### src/design/adc_readout_pkg.sv
// Constants, types and helpers shared by the result readout port
package adc_readout_pkg;

    // ----------------------------------------
    // Sizes
    // ----------------------------------------
    localparam int RESULT_W = 18;
    localparam int NUM_CH = 8;
    localparam int HALF_CH = 4;
    localparam int BUS_W = 16;
    localparam int FIFO_DEPTH = 16;
    localparam int SERIAL_BITS = 18;
    localparam int BYTES_PER_RESULT = 3;
    localparam int RATIO_W = 8;

    // ----------------------------------------
    // Bus line positions
    // ----------------------------------------
    localparam int LINE_MODE_IN = 15;
    localparam int LINE_ORDER_IN = 14;
    localparam int LINE_SER_B = 8;
    localparam int LINE_SER_A = 7;

    // ----------------------------------------
    // Reset values, last-index limits and special codes
    // ----------------------------------------
    localparam logic [BUS_W-1:0] BUS_RELEASED = 16'hFFFF;
    localparam logic [BUS_W-1:0] BUS_ZERO = 16'h0000;
    localparam logic [RATIO_W-1:0] RATIO_RESET = 8'h01;
    localparam logic [2:0] OS_INVALID = 3'h7;
    localparam logic [4:0] SER_LAST_BIT = 5'h11;
    localparam logic [1:0] LAST_BYTE = 2'h2;
    localparam logic [2:0] LAST_CH = 3'h7;
    localparam logic [1:0] LAST_SER_CH = 2'h3;

    typedef enum logic [1:0] {
        MODE_WORD = 2'b00,
        MODE_BYTE = 2'b01,
        MODE_SERIAL = 2'b10
    } mode_t;

    typedef enum logic {
        CONV_IDLE = 1'b0,
        CONV_BUSY = 1'b1
    } conv_state_t;

    // Pins from the host, all outside the core clock domain
    typedef struct packed {
        logic chip_select_b;
        logic read_or_sclk;
        logic interface_select;
        logic bus15_in;
        logic bus14_in;
        logic start_a;
        logic start_b;
        logic [2:0] oversample_select;
    } pin_in_t;

    // Data bus drive: oe_n low means the line is driven
    typedef struct packed {
        logic [BUS_W-1:0] data;
        logic [BUS_W-1:0] oe_n;
    } bus_drive_t;

    function automatic logic [RATIO_W-1:0] ratio_of(input logic [2:0] os);
        if (os == OS_INVALID) begin
            ratio_of = RATIO_RESET;
        end else begin
            ratio_of = RATIO_RESET << os;
        end
    endfunction

    function automatic logic [7:0] byte_of(input logic [RESULT_W-1:0] r, input logic [1:0] idx);
        case (idx)
            2'h0: byte_of = r[17:10];
            2'h1: byte_of = r[9:2];
            default: byte_of = {r[1:0], 6'h00};
        endcase
    endfunction

endpackage

### src/design/adc_result_readout_port.sv
// Result readout port with its result FIFO
`timescale 1ns/10ps

// ----------------------------------------
// Result FIFO
// ----------------------------------------
module result_fifo #(
    parameter int WIDTH = 18,
    parameter int DEPTH = 16
) (
    input wire logic core_clk,
    input wire logic rst_b,
    input wire logic in_valid,
    input wire logic [WIDTH-1:0] in_data,
    output logic in_ready,
    output logic out_valid,
    output logic [WIDTH-1:0] out_data,
    input wire logic out_ready
);
    localparam int AW = $clog2(DEPTH);
    logic [WIDTH-1:0] mem [DEPTH];
    logic [AW-1:0] wr_ptr;
    logic [AW-1:0] rd_ptr;
    logic [AW:0] count;
    logic push;
    logic pop;
    logic [AW:0] next_count;

    assign push = in_valid && in_ready;
    assign pop = out_valid && out_ready;
    assign out_valid = (count != '0);
    assign out_data = mem[rd_ptr];

    always_comb begin
        next_count = count;
        if (push && !pop) begin
            next_count = count + 1'b1;
        end else if (pop && !push) begin
            next_count = count - 1'b1;
        end
    end

    always_ff @(posedge core_clk) begin
        if (push) begin
            mem[wr_ptr] <= in_data;
        end
    end

    always_ff @(posedge core_clk or negedge rst_b) begin
        if (!rst_b) begin
            wr_ptr <= '0;
            rd_ptr <= '0;
            count <= '0;
            in_ready <= 1'b0;
        end else begin
            wr_ptr <= push ? wr_ptr + 1'b1 : wr_ptr;
            rd_ptr <= pop ? rd_ptr + 1'b1 : rd_ptr;
            count <= next_count;
            // Registered so the ready seen by the source comes from a flop
            in_ready <= (next_count != (AW+1)'(DEPTH));
        end
    end
endmodule

// Operation
// - Decode three select inputs, bit 2 most significant, into the filter ratio.
// - Raise busy after rising edges seen on both convert-start inputs.
// - Ignore convert-start transitions while busy is high.
// - Keep busy high until all eight results sit in output registers.
// - First-channel flag leaves high impedance when chip select falls.
// - Word mode: flag set on first read edge, cleared on third.
// - Byte mode: flag high for three read edges, cleared on fourth.
// - Serial mode: flag rises when chip select falls, falls on 18th clock fall.
// - Word mode: lines 15,14 carry bits 17,16 then bits 1,0.
// - Word mode: lines 15 and 14 driven only while chip select low.
// - Interface select high: line 15 input picks serial (low) or byte (high).
// - Byte mode: line 14 picks byte order, high means most significant first.
// - Word mode: lines 13..9 carry bits 15..11 while select and read low.
// - Word mode: lines 8..0 carry bits 10..2, then zeros on second read.
// - Byte mode: line 8 stays in high impedance.
// - Byte mode: bytes on lines 7..0, three reads per result.
// - Serial mode: channels 1-4 on output A, channels 5-8 on output B.
// - Interface select low chooses parallel word mode.
// - Serial mode: chip select fall drives both outputs with the first MSB.
// - Chip select rising releases every data output line.
module adc_result_readout_port (
    input wire logic core_clk,
    input wire logic rst_b,
    input wire logic [2:0] oversample_select,
    input wire logic convert_start_a,
    input wire logic convert_start_b,
    input wire logic interface_select,
    input wire logic chip_select_b,
    input wire logic read_or_sclk,
    input wire logic bus15_or_serial_byte_choice,
    input wire logic bus14_or_byte_order,
    input wire logic sample_valid,
    input wire logic [adc_readout_pkg::RESULT_W-1:0] sample_data,
    output logic sample_ready,
    output adc_readout_pkg::bus_drive_t bus_drive,
    output logic first_channel_flag,
    output logic first_channel_flag_oe_n,
    output logic busy,
    output logic [adc_readout_pkg::RATIO_W-1:0] filter_ratio
);
    import adc_readout_pkg::*;

    // ----------------------------------------
    // Pin synchronisers
    // ----------------------------------------
    pin_in_t pin_raw;
    pin_in_t pin_meta;
    pin_in_t pin_sync;
    pin_in_t pin_prev;

    assign pin_raw = '{chip_select_b: chip_select_b, read_or_sclk: read_or_sclk,
                       interface_select: interface_select, bus15_in: bus15_or_serial_byte_choice,
                       bus14_in: bus14_or_byte_order, start_a: convert_start_a,
                       start_b: convert_start_b, oversample_select: oversample_select};

    always_ff @(posedge core_clk or negedge rst_b) begin
        if (!rst_b) begin
            pin_meta <= '{chip_select_b: 1'b1, read_or_sclk: 1'b1, default: '0};
            pin_sync <= '{chip_select_b: 1'b1, read_or_sclk: 1'b1, default: '0};
            pin_prev <= '{chip_select_b: 1'b1, read_or_sclk: 1'b1, default: '0};
        end else begin
            pin_meta <= pin_raw;
            pin_sync <= pin_meta;
            pin_prev <= pin_sync;
        end
    end

    logic cs_fall;
    logic cs_rise;
    logic strobe_fall;
    logic start_a_rise;
    logic start_b_rise;
    logic frame_open;

    assign cs_fall = pin_prev.chip_select_b && !pin_sync.chip_select_b;
    assign cs_rise = !pin_prev.chip_select_b && pin_sync.chip_select_b;
    assign frame_open = !pin_sync.chip_select_b && !pin_prev.chip_select_b;
    assign strobe_fall = frame_open && pin_prev.read_or_sclk && !pin_sync.read_or_sclk;
    assign start_a_rise = !pin_prev.start_a && pin_sync.start_a;
    assign start_b_rise = !pin_prev.start_b && pin_sync.start_b;

    // ----------------------------------------
    // Oversampling ratio
    // ----------------------------------------
    always_ff @(posedge core_clk or negedge rst_b) begin
        if (!rst_b) begin
            filter_ratio <= RATIO_RESET;
        end else begin
            filter_ratio <= ratio_of(pin_sync.oversample_select);
        end
    end

    // ----------------------------------------
    // Conversion control and result registers
    // ----------------------------------------
    conv_state_t conv_state;
    logic seen_a;
    logic seen_b;
    logic [2:0] load_ch;
    logic [RESULT_W-1:0] result_reg [NUM_CH];
    logic fifo_valid;
    logic [RESULT_W-1:0] fifo_data;
    logic drain;

    // Old results stay put while a frame is open, so the FIFO backs up into the source
    assign drain = (conv_state == CONV_BUSY) && pin_sync.chip_select_b;

    result_fifo #(
        .WIDTH(RESULT_W),
        .DEPTH(FIFO_DEPTH)
    ) u_fifo (
        .core_clk(core_clk),
        .rst_b(rst_b),
        .in_valid(sample_valid),
        .in_data(sample_data),
        .in_ready(sample_ready),
        .out_valid(fifo_valid),
        .out_data(fifo_data),
        .out_ready(drain)
    );

    always_ff @(posedge core_clk or negedge rst_b) begin
        if (!rst_b) begin
            conv_state <= CONV_IDLE;
            seen_a <= 1'b0;
            seen_b <= 1'b0;
            load_ch <= '0;
            busy <= 1'b0;
        end else begin
            case (conv_state)
                CONV_IDLE: begin
                    seen_a <= seen_a || start_a_rise;
                    seen_b <= seen_b || start_b_rise;
                    if ((seen_a || start_a_rise) && (seen_b || start_b_rise)) begin
                        conv_state <= CONV_BUSY;
                        busy <= 1'b1;
                        seen_a <= 1'b0;
                        seen_b <= 1'b0;
                        load_ch <= '0;
                    end
                end
                CONV_BUSY: begin
                    // Start edges are not looked at here
                    if (drain && fifo_valid) begin
                        load_ch <= load_ch + 1'b1;
                        if (load_ch == LAST_CH) begin
                            conv_state <= CONV_IDLE;
                            busy <= 1'b0;
                        end
                    end
                end
                default: begin
                    conv_state <= CONV_IDLE;
                    busy <= 1'b0;
                end
            endcase
        end
    end

    always_ff @(posedge core_clk or negedge rst_b) begin
        if (!rst_b) begin
            for (int i = 0; i < NUM_CH; i++) begin
                result_reg[i] <= '0;
            end
        end else if (drain && fifo_valid) begin
            result_reg[load_ch] <= fifo_data;
        end
    end

    // ----------------------------------------
    // Readout frame
    // ----------------------------------------
    mode_t mode;
    logic msb_first;
    logic [2:0] rd_ch;
    logic [1:0] part;
    logic [1:0] ser_ch;
    logic [4:0] ser_bit;
    logic [RESULT_W-1:0] shift_a;
    logic [RESULT_W-1:0] shift_b;
    mode_t pin_mode;
    logic [1:0] byte_idx;

    always_comb begin
        if (!pin_sync.interface_select) begin
            pin_mode = MODE_WORD;
        end else if (pin_sync.bus15_in) begin
            pin_mode = MODE_BYTE;
        end else begin
            pin_mode = MODE_SERIAL;
        end
    end

    assign byte_idx = msb_first ? part : LAST_BYTE - part;

    always_ff @(posedge core_clk or negedge rst_b) begin
        if (!rst_b) begin
            mode <= MODE_WORD;
            msb_first <= 1'b1;
            rd_ch <= '0;
            part <= '0;
            ser_ch <= '0;
            ser_bit <= '0;
            shift_a <= '0;
            shift_b <= '0;
        end else if (cs_fall) begin
            // Mode and byte order are taken once per frame
            mode <= pin_mode;
            msb_first <= pin_sync.bus14_in;
            rd_ch <= '0;
            part <= '0;
            ser_ch <= '0;
            ser_bit <= '0;
            shift_a <= result_reg[0];
            shift_b <= result_reg[HALF_CH];
        end else if (strobe_fall) begin
            case (mode)
                MODE_WORD: begin
                    part <= {1'b0, ~part[0]};
                    rd_ch <= part[0] ? rd_ch + 1'b1 : rd_ch;
                end
                MODE_BYTE: begin
                    part <= (part == LAST_BYTE) ? 2'h0 : part + 1'b1;
                    rd_ch <= (part == LAST_BYTE) ? rd_ch + 1'b1 : rd_ch;
                end
                MODE_SERIAL: begin
                    if (ser_bit == SER_LAST_BIT) begin
                        ser_bit <= '0;
                        ser_ch <= ser_ch + 1'b1;
                        shift_a <= result_reg[{1'b0, ser_ch + 1'b1}];
                        shift_b <= result_reg[{1'b1, ser_ch + 1'b1}];
                    end else begin
                        ser_bit <= ser_bit + 1'b1;
                        shift_a <= {shift_a[RESULT_W-2:0], 1'b0};
                        shift_b <= {shift_b[RESULT_W-2:0], 1'b0};
                    end
                end
                default: begin
                    part <= '0;
                end
            endcase
        end
    end

    // ----------------------------------------
    // First-channel flag
    // ----------------------------------------
    always_ff @(posedge core_clk or negedge rst_b) begin
        if (!rst_b) begin
            first_channel_flag <= 1'b0;
            first_channel_flag_oe_n <= 1'b1;
        end else begin
            first_channel_flag_oe_n <= pin_sync.chip_select_b;
            if (cs_fall) begin
                first_channel_flag <= (pin_mode == MODE_SERIAL);
            end else if (strobe_fall) begin
                case (mode)
                    MODE_WORD: first_channel_flag <= (rd_ch == 3'h0);
                    MODE_BYTE: first_channel_flag <= (rd_ch == 3'h0);
                    MODE_SERIAL: begin
                        if (ser_bit == SER_LAST_BIT) begin
                            first_channel_flag <= 1'b0;
                        end
                    end
                    default: first_channel_flag <= 1'b0;
                endcase
            end
        end
    end

    // ----------------------------------------
    // Data bus drive
    // ----------------------------------------
    logic [RESULT_W-1:0] cur;
    logic read_low;

    assign cur = result_reg[rd_ch];
    assign read_low = !pin_sync.chip_select_b && !pin_sync.read_or_sclk;

    always_ff @(posedge core_clk or negedge rst_b) begin
        if (!rst_b) begin
            bus_drive.data <= BUS_ZERO;
            bus_drive.oe_n <= BUS_RELEASED;
        end else if (pin_sync.chip_select_b || cs_rise || cs_fall) begin // Mode not yet latched here
            bus_drive.oe_n <= BUS_RELEASED;
        end else begin
            bus_drive.oe_n <= BUS_RELEASED;
            case (mode)
                MODE_WORD: begin
                    bus_drive.oe_n[15:14] <= 2'b00;
                    bus_drive.oe_n[13:0] <= {14{!read_low}};
                    if (strobe_fall) begin
                        if (!part[0]) begin
                            bus_drive.data <= cur[17:2];
                        end else begin
                            bus_drive.data <= {cur[1:0], 14'h0000};
                        end
                    end
                end
                MODE_BYTE: begin
                    // Lines 15 and 14 are inputs, line 8 stays released
                    bus_drive.oe_n[7:0] <= {8{!read_low}};
                    if (strobe_fall) begin
                        bus_drive.data <= {8'h00, byte_of(cur, byte_idx)};
                    end
                end
                MODE_SERIAL: begin
                    bus_drive.oe_n[LINE_SER_A] <= 1'b0;
                    bus_drive.oe_n[LINE_SER_B] <= 1'b0;
                    bus_drive.data <= BUS_ZERO;
                    bus_drive.data[LINE_SER_A] <= shift_a[RESULT_W-1];
                    bus_drive.data[LINE_SER_B] <= shift_b[RESULT_W-1];
                end
                default: begin
                    bus_drive.data <= BUS_ZERO;
                end
            endcase
        end
    end
endmodule

### config.mk
export PLATFORM = sky130hd
export DESIGN_NAME = adc_result_readout_port
export DESIGN_NICKNAME = d
export VERILOG_FILES = /design/src/design/adc_readout_pkg.sv /design/src/design/adc_result_readout_port.sv
export SDC_FILE = /design/constraint.sdc
export NUM_CORES = 1
export LEC_CHECK = 0
export BUFFER_PORTS_ARGS = -buffer_cell sky130_fd_sc_hd__buf_2
export CAP_MARGIN = 5
export CORE_ASPECT_RATIO = 1.4
export CORE_MARGIN = 4
export CORE_UTILIZATION = 36
export CTS_CLUSTER_DIAMETER = 120
export DETAILED_ROUTE_END_ITERATION = 10
export GPL_TIMING_DRIVEN = 0
export PLACE_DENSITY = 0.61
export SETUP_SLACK_MARGIN = 0.1
export SLEW_MARGIN = 20
export SYNTH_ARGS = -nofsm -noshare
export SYNTH_HDL_FRONTEND = slang
export SYNTH_HIERARCHICAL = 1
export SYNTH_SLANG_ARGS = --single-unit
### constraint.sdc
create_clock -name core_clk -period 3.2 [get_ports core_clk]
set_input_delay 0.32 -clock core_clk [delete_from_list [all_inputs] [get_ports core_clk]]
set_output_delay 0.32 -clock core_clk [all_outputs]
set_load 0.02 [all_outputs]
==> results of run 1 <==
[layer usage]
| layer | vias up | wire length (um) | global-route usage | part of all wire |
|---|---|---|---|---|
| li1 | 5912 | - | - | - |
| met1 | 7140 | 23600 | 0.204 | 0.40 |
| met2 | 309 | 32400 | 0.311 | 0.54 |
| met3 | 108 | 2240 | 0.0259 | 0.038 |
| met4 | 4 | 1440 | 0.0425 | 0.024 |
| met5 | - | 27 | 0 | 0.00045 |
[through the flow]
stage / setup TNS [ns] / hold WS, ns
6_report: 0 / 0.0646
5_1_grt: 0 / 0.0353
4_1_cts: 0 / 0.0228
3_5_place_dp: 0 / 0.258
3_3_place_gp: -796.42 / 0.334
2_1_floorplan: 0 / 0.0244
[how the worst max path moves through the flow]
stage | endpoint | slack (ns)
6_report | result_reg[73] | 0.20
2_1_floorplan | result_reg[133] | 0.70
4_1_cts | result_reg[140] | 0.10
5_1_grt | result_reg[123] | 0.13
3_5_place_dp | result_reg[108] | 0.11
3_3_place_gp | pin_prev[3] | -3.09
[final cells by class]
cell class	count	area, sq um
plain buffers	98	517
multi-input cells	775	8240
inverters	17	63.8
diodes	1	2.50
clock buffers	66	1450
clock inverters	37	349
fillers	5934	38900
flip-flops and latches	557	15400
well taps	855	1070
repair buffers	88	596
[worst max-delay path: cells and delay by family (launching register included)]
kind	cells	cell delay, ns
buf+inv	2	1.13
mux	3	1.35
flops	1	0.38
[cells in the mapped netlist, types with 6 or more instances]
| master | instances | area, sq um |
|---|---|---|
| edfxtp_1 | 288 | 8650 |
| dfrtp_1 | 256 | 6410 |
| mux4_2 | 157 | 3540 |
| mux2_2 | 149 | 1680 |
| nand2_1 | 123 | 462 |
| nor2_1 | 51 | 191 |
| clkbuf_1 | 45 | 169 |
| a21o_1 | 37 | 278 |
| a311oi_1 | 34 | 298 |
| buf_2 | 27 | 135 |
| o21ai_0 | 20 | 100 |
| buf_4 | 18 | 135 |
| ha_1 | 16 | 200 |
| inv_1 | 16 | 60.1 |
| mux2i_1 | 14 | 140 |
| and2_1 | 13 | 81.3 |
| dfstp_2 | 13 | 342 |
| nand2b_1 | 13 | 81.3 |
| nand3_1 | 11 | 55.1 |
| xnor2_1 | 11 | 96.3 |
| a21oi_1 | 10 | 50.1 |
| mux2_4 | 10 | 150 |
| and3_1 | 8 | 50.1 |
| nor3_1 | 7 | 35.0 |
| nor2_2 | 6 | 37.5 |
| nor3b_1 | 6 | 45.0 |
| o31ai_1 | 6 | 45.0 |
[power by group]
part / switching, mW / total, mW / internal [mW]
registers: 1.02 / 10.1 / 9.11
clock network: 2.85 / 6.36 / 3.51
logic: 3.56 / 6.97 / 3.41
total: 7.43 / 23.5 / 16.0
[logic make-up after synthesis]
group	count (synthesis)	synth area share
flip-flops	557	0.637
multiplexers	330	0.228
AND/OR/NAND/NOR	276	0.0554
AO/OA/AOI/OAI	139	0.0437
buffers and inverters	115	0.0236
adder cells (fa/ha/maj)	17	0.00869
XOR/XNOR	12	0.00435
other	1	0.000155
[timing repair]
item                       4_1_cts  5_1_grt
gates resized for setup          2        8
setup buffers                    0        0
hold endpoints to repair        56        0
hold buffers                    11        0
setup endpoints to repair       35       57
pin swaps                        0        0
==> run summary, run 1 <==
run status - finished, final reports clean
worst slew pin tran - 1.01 ns
Final #Nets - 1639
Syn Area/Cell - 16.7 sq um
Die X - 227 um
Worst setup startpoint - u_fifo/rd_ptr[1]
FFs w/ async S/R, synth - 0.483
Die Span Y - 315 um
max frequency - 333 MHz
crit start category - register
Yosys reg bits - 557
Post-DRT Antenna Nets - 0
ys flop type - edfxtp_1
clk slew on worst S/H paths - 0.07 ns
max FFs per register - 288
Hold EP - u_fifo/mem[6][17]
area post-placement - 0.0258 sq mm
share of cells above drive strength 1 - 0.360
most frequent cells in the layout - edfxtp_1 (288), dfrtp_1 (256), mux4_2 (157)
CTS max path bufs - 3
Worst path slowest cell - clkbuf_1
Setup Slack @ Placement - 0.111 ns
Finish-stage setup viols - 0
htree depth - 2
RSZ-0062 raised after global routing - no
syn_nets - 1494
Reg2Reg Depth - 5
largest net degree at the start of global routing - 88
VDD IR max - 406 uV
sequential element share of the synthesized area - 0.637
Critical Path Max Stage Delay - 0.66 ns
crit-path cells - clkbuf_1 > clkbuf_1 > mux4_2 > mux4_2 > mux2_2
post-route non-filler standard cell count - 2494
mean number of vias per cell - 5.40
Clk Latency, worst-skew pair - 0.63 ns
first-pass GRT wire length - 91000 um
Reg-to-Reg End - result_reg[73]
hold wc startpoint - sample_data[17]
# IOs - 75
vias - 13.5k
max-cap viol count - 0
# clock sinks - 557
Req. time, crit path - 3.70 ns
global route overflow - 0
most common cell after layout, fill and taps aside - edfxtp_1
1st-iter DRT viols - 942
final worst-path cycle share - 0.939
Crit Reg-Reg Startpoint - u_fifo/rd_ptr[1]
Finished Core Util - 0.416
Worst setup EP type - register
hold depth - 1
count of TritonRoute iterations in the first routing pass - 5
dpl hpwl - 39500 um
EDFF count, synth - 288
CTS tree - done
Post-route DRC - 0
minimum clock period - 3.00 ns
FF-to-FF setup slack - 0.20 ns
synthesized instance count - 1447
clk_skew - 0.0386 ns
vias in the first global route - 14.5k
Synth cell types - 75
Num CTS Buffers - 55
Cell Area, Synth - 0.0242 sq mm
Final Wtd Congestion - 0.847
Starting Density - 0.363
leakage power - 10.4 nW
Final Cell Area - 0.0277 sq mm
worst hold path class - in2reg
total power - 23.5 mW
I/O Buffers - 73
Slew Limit Headroom - 0.325
initial antenna violation count - 2
final worst slack - 0.197 ns
fin. max-slew vios - 0
Worst Path Class, Setup - reg2reg
final hold viol count - 0
Yosys warnings - 6
dpl cells - 2379
data arrival time of the worst path - 3.50 ns
CORE AREA - 0.0666 sq mm
Std-Cell Rows - 112
die area - 0.0715 sq mm
area growth from synthesis to layout - 14.4%
Root Driver - clkbuf_16
crit path max fanout - 10
final wirelength - 59700 um
per-cell routed wire length - 23.9 um
pwr/cell area - 848 mW/mm^2
Total GRT Usage - 0.168
Note: power is estimated with default switching activity, not from simulation.
==> run 2, diff against run 1 <==
- GPL_TIMING_DRIVEN: 0 -> 1
==> run 2 against run 1 <==
Power down 2.0%; flip-flop and latch count unchanged; clock power down 3.8%; largest cell class unchanged; sequential share of layout area up 0.30 points; combinational power down 4.4%; non-clock buffer count down 48; count of clock-buffer cells in the layout up 4; critical path depth up 3; clock skew down 0.0010 ns; first-iteration DRC count down 6.5%; fmax up 13%; utilization down 0.20 points.
==> run summary, run 2 (synthesis gave the netlist of run 1 again) <==
run status - finished, final reports clean
most frequent cells in the layout - edfxtp_1 (288), dfrtp_1 (251), mux4_2 (157)
count of TritonRoute iterations in the first routing pass - 8 (+3)
Final #Nets - 1590 (-3.0%)
leakage power - 10.3 nW (-1.1%)
vias in the first global route - 14.1k (-2.5%)
I/O Buffers - 73 (unchanged)
CTS max path bufs - 3 (unchanged)
post-CTS sizing - 0 (-2)
minimum clock period - 2.67 ns (-0.335 ns)
Finish-stage setup viols - 0 (unchanged)
Setup Slack @ Placement - 0.591 ns (+0.480 ns)
fin. max-slew vios - 0 (unchanged)
die area - 0.0715 sq mm (unchanged)
final wirelength - 55300 um (-7.5%)
met3 Usage GRT - 0.0232 (-0.00270)
Worst setup EP type - register
crit start category - register
Die Span Y - 315 um (unchanged)
area growth from synthesis to layout - 13.9%
worst slew pin tran - 0.846 ns (-0.166 ns)
Total GRT Usage - 0.157 (-0.0110)
1st-iter DRT viols - 881 (-6.5%)
RSZ-0062 raised after global routing - no
worst hold path class - in2reg
data arrival time of the worst path - 3.15 ns (-0.35 ns)
most common cell after layout, fill and taps aside - edfxtp_1
# IOs - 75 (unchanged)
final hold viol count - 0 (unchanged)
Starting Density - 0.363 (unchanged)
GRT Max-Usage Layer - met2
Die X - 227 um (unchanged)
max frequency - 375 MHz (+13%)
final worst-path cycle share - 0.834 (-0.105)
vias - 13.2k (-2.4%)
CORE AREA - 0.0666 sq mm (unchanged)
clk slew on worst S/H paths - 0.07 ns (about the same)
crit path max fanout - 18 (+8)
first-pass GRT wire length - 86500 um (-5.0%)
dpl hpwl - 33600 um (-15%)
# clock sinks - 557 (unchanged)
max FFs per register - 288 (unchanged)
Worst Path Class, Setup - reg2reg
VDD IR max - 446 uV (+9.8%)
met2 Use GR - 0.283 (-0.0279)
setup TNS - 0 ns (unchanged)
initial antenna violation count - 3 (+1)
final worst slack - 0.532 ns (+0.335 ns)
per-cell routed wire length - 22.6 um (-5.5%)
Final Wtd Congestion - 0.771 (-9.0%)
Root Driver - clkbuf_16
area post-placement - 0.0257 sq mm (about the same)
clk_skew - 0.0376 ns (-0.00104 ns)
mean number of vias per cell - 5.39 (-0.24%)
htree depth - 2 (unchanged)
Req. time, crit path - 3.68 ns (-0.02 ns)
GR met1 Demand/Resource - 0.197 (-0.00697)
share of cells above drive strength 1 - 0.353 (-0.00690)
Post-DRT Antenna Nets - 0 (unchanged)
pwr/cell area - 835 mW/mm^2 (-1.5%)
CTS tree - done
Std-Cell Rows - 112 (unchanged)
Post-route DRC - 0 (unchanged)
largest net degree at the start of global routing - 101 (+15%)
Clk Latency, worst-skew pair - 0.63 ns (about the same)
Slew Limit Headroom - 0.436 (+0.111)
Num CTS Buffers - 54 (-1.8%)
max-cap viol count - 0 (unchanged)
Layout fillers - 5927 (-0.12%)
total power - 23.0 mW (-2.0%)
global route overflow - 0 (unchanged)
Final Cell Area - 0.0275 sq mm (-0.49%)
Finished Core Util - 0.414 (-0.00203)
## run 2: changes by cell type in the layout (fill, tap and decap cells not counted), moves of 8 or more
cell      change
clkinv_2      -9
clkbuf_1     -34
buf_12       +13
clkinv_1      +8
and2_1       +11
buf_2        -27
and2_2       -11
buf_4        +22
## run 2: what timing repair did
action                     in CTS  in global routing
hold endpoints to repair      105                  0
setup endpoints to repair       0                  0
hold buffers                   11                  0
buffers inserted                0                  0
## run 2: final timing paths
kind / from / endpoint / slack [ns] / cells after the start
worst max-delay path: u_fifo/count[1] / result_reg[126] / 0.53 / 8
worst min-delay path: sample_data[3] / u_fifo/mem[9][3] / 0.07 / 1
worst max register to register: u_fifo/count[1] / result_reg[126] / 0.53 / 8
worst min register to register: pin_meta[2] / pin_sync[2] / 0.35 / 0
max in group asynchronous: rst_b / pin_meta[9] / 1.91 / 3
min in group asynchronous: rst_b / filter_ratio[5] / 0.32 / 2
## run 2: cell type report
type                    count  area (sq um)  share of cell area
clock buffers              70          1460              0.0531
diodes                      1          2.50           0.0000909
clock inverters            28           226             0.00822
multi-input cells         775          8250               0.299
inverters                  17          63.8             0.00232
flip-flops and latches    557         15400               0.559
repair buffers            138          1070              0.0387
well taps                 855          1070              0.0388
## run 2: power by group
group,internal [mW],switching [mW]
sequential,9.12,1.09
clock,3.39,2.72
combinational,3.45,3.22
total,16.0,7.04
## run 2: metrics by stage
stage	cells	hold slack [ns]
after CTS	2440	0.0306
after global routing	2441	0.0531
after global placement	2331	0.335
final	2441	0.0676
after detailed placement	2331	0.337
after floorplan	1447	0.0244
## run 2: critical path, stage by stage, from the launching register on
cell	delay (ns)
dfrtp_1	0.41
inv_1	0.11
ha_1	0.20
or4b_4	0.50
and3_1	0.32
nand2b_4	0.15
or3_1	0.11
buf_4	0.32
mux2_2	0.38
## run 2: per-layer routing
metal	vias to the layer above	part of all wire
li1	5795	-
met1	6992	0.41
met2	275	0.53
met3	91	0.037
met4	2	0.022
met5	-	0.00013
==> run 3, diff against run 2 <==
- clock period: 3.2 -> 2.5 ns (I/O delays scaled with it)
==> run 3 against run 2 <==
Fmax grew 14%; power is 31% higher; worst setup slack worse by 0.38 ns; final cell count increased by 1.8%; combinational power grew 37%; sequential power grew 27%.
==> run summary, run 3 (synthesis gave the netlist of run 1 again) <==
RSZ-0062 raised after global routing - no
count of TritonRoute iterations in the first routing pass - 5 (-3)
max-cap viol count - 0 (unchanged)
pwr/cell area - 1070 mW/mm^2 (+28%)
I/O Buffers - 73 (unchanged)
1st-iter DRT viols - 1041 (+18%)
worst hold path class - in2reg
dpl cells - 2346 (+0.64%)
post-route non-filler standard cell count - 2484 (+1.8%)
final worst-path cycle share - 0.939 (+0.105)
Layout fillers - 5886 (-0.69%)
worst slew pin tran - 0.826 ns (-0.0206 ns)
Post-route DRC - 0 (unchanged)
Req. time, crit path - 2.99 ns (-0.69 ns)
vias in the first global route - 13.7k (-2.9%)
mean number of vias per cell - 5.38 (-0.13%)
Clk Latency, worst-skew pair - 0.61 ns (-0.02 ns)
cell family with most CP delay - multiplexers
Slew Limit Headroom - 0.450 (+0.0137)
leakage power - 10.6 nW (+2.9%)
crit start category - register
Final Cell Area - 0.0282 sq mm (+2.2%)
setup TNS - 0 ns (unchanged)
final wirelength - 55800 um (+1.0%)
area growth from synthesis to layout - 16.4%
global route overflow - 0 (unchanged)
share of cells above drive strength 1 - 0.369 (+0.0159)
clk slew on worst S/H paths - 0.06 ns (about the same)
run status - finished, final reports clean
most common cell after layout, fill and taps aside - edfxtp_1
Post-DRT Antenna Nets - 0 (unchanged)
minimum clock period - 2.35 ns (-0.320 ns)
sequential group share of total power - 0.430 (-0.014)
final hold viol count - 0 (unchanged)
CORE AREA - 0.0666 sq mm (unchanged)
max frequency - 426 MHz (+14%)
CTS max path bufs - 3 (unchanged)
Setup Slack @ Placement - 0.0795 ns (-0.511 ns)
crit-path most repeated cell - mux4_2
Std-Cell Rows - 112 (unchanged)
net switching power figure - 9.13 mW (+30%)
final worst slack - 0.152 ns (-0.380 ns)
first-pass GRT wire length - 85000 um (-1.7%)
crit path max fanout - 8 (-10)
Net Sw Frac - 0.303 (-0.00315)
Finish-stage setup viols - 0 (unchanged)
Comb power frac - 0.303 (+0.013)
Finished Core Util - 0.423 (+0.00915)
htree depth - 2 (unchanged)
fin. max-slew vios - 0 (unchanged)
die area - 0.0715 sq mm (unchanged)
Total GRT Usage - 0.155 (-0.00189)
# clock sinks - 557 (unchanged)
Worst path slowest cell - mux4_2
crit-path cells - buf_4 > buf_12 > mux4_2 > mux4_2 > mux2_2
Final #Nets - 1631 (+2.6%)
Worst setup EP type - register
area post-placement - 0.0260 sq mm (+0.92%)
vias - 13.4k (+1.6%)
data arrival time of the worst path - 2.84 ns (-0.31 ns)
max FFs per register - 288 (unchanged)
Die Span Y - 315 um (unchanged)
per-cell routed wire length - 22.5 um (-0.74%)
initial antenna violation count - 0 (-3)
clock power share - 0.267 (about the same)
Final Wtd Congestion - 0.747 (-3.1%)
largest net degree at the start of global routing - 85 (-16%)
hold_ws - 0.0347 ns (-0.0329 ns)
Starting Density - 0.363 (unchanged)
Root Driver - clkbuf_16
CTS tree - done
number of buffers and inverters on the critical path - 2 (unchanged)
clk_skew - 0.0189 ns (-0.0187 ns)
VDD IR max - 578 uV (+30%)
dpl hpwl - 33600 um (about the same)
internal power - 21.0 mW (+32%)
Critical Path Max Stage Delay - 0.63 ns (+0.13 ns)
total power - 30.1 mW (+31%)
Worst Path Class, Setup - reg2reg
# IOs - 75 (unchanged)
most frequent cells in the layout - edfxtp_1 (288), dfrtp_1 (251), mux4_2 (157)
Die X - 227 um (unchanged)
Num CTS Buffers - 53 (-1.9%)
run 3: cell count changes in the layout (fill, tap and decap cells not counted), moves of 2 or more:
cell	before	now
bufinv_16	2	5
clkbuf_1	12	7
clkinv_1	13	8
dlygate4sd3_1	11	28
clkinvlp_4	3	5
clkinv_2	7	13
clkinv_4	0	3
buf_12	14	25
buf_4	40	50
run 3: area by class of cell:
cell class                      count  area (sq um)  area share
Multi-Input combinational cell    775          8260       0.294
Timing Repair Buffer              180          1620      0.0575
Inverter                           17          63.8     0.00227
Clock inverter                     35           323      0.0115
Clock buffer                       64          1410      0.0500
Antenna cell                        1          2.50   0.0000889
Sequential cell                   557         15400       0.547
Tap cell                          855          1070      0.0380
run 3: power by group through the flow:
stage | clock, mW | combinational, mW | sequential, mW
global placement | 0 | 8.68 | 13.0
detailed placement | 0 | 8.90 | 13.1
global route | 8.63 | 9.87 | 13.2
floorplan | 0 | 6.25 | 12.8
finish | 8.04 | 9.13 | 13.0
CTS | 8.26 | 8.96 | 13.0
run 3: path summary, 6_finish.rpt:
check / startpoint / end / slack (ns) / depth (start not counted)
worst max-delay path: u_fifo/rd_ptr[0] / result_reg[124] / 0.15 / 5
worst min-delay path: sample_data[13] / u_fifo/mem[9][13] / 0.03 / 1
worst max register to register: u_fifo/rd_ptr[0] / result_reg[124] / 0.15 / 5
worst min register to register: pin_meta[1] / pin_sync[1] / 0.35 / 0
max in group asynchronous: rst_b / pin_sync[9] / 1.36 / 3
min in group asynchronous: rst_b / filter_ratio[4] / 0.24 / 2
run 3: what timing repair did:
item	in CTS	in global routing
buffers inserted	0	7
pin swaps	0	1
resized for setup	1	6
gates cloned	0	3
endpoints found under the setup margin	9	60
hold buffers	28	0
endpoints found under the hold margin	301	0
run 3: metal layers:
layer / vias to the layer above / part of all wire / global-route usage
met2: 296 / 0.54 / 0.282
met1: 7108 / 0.40 / 0.195
met5: - / 0 / 0
met4: 0 / 0.020 / 0.0381
li1: 5893 / - / -
met3: 72 / 0.043 / 0.0236
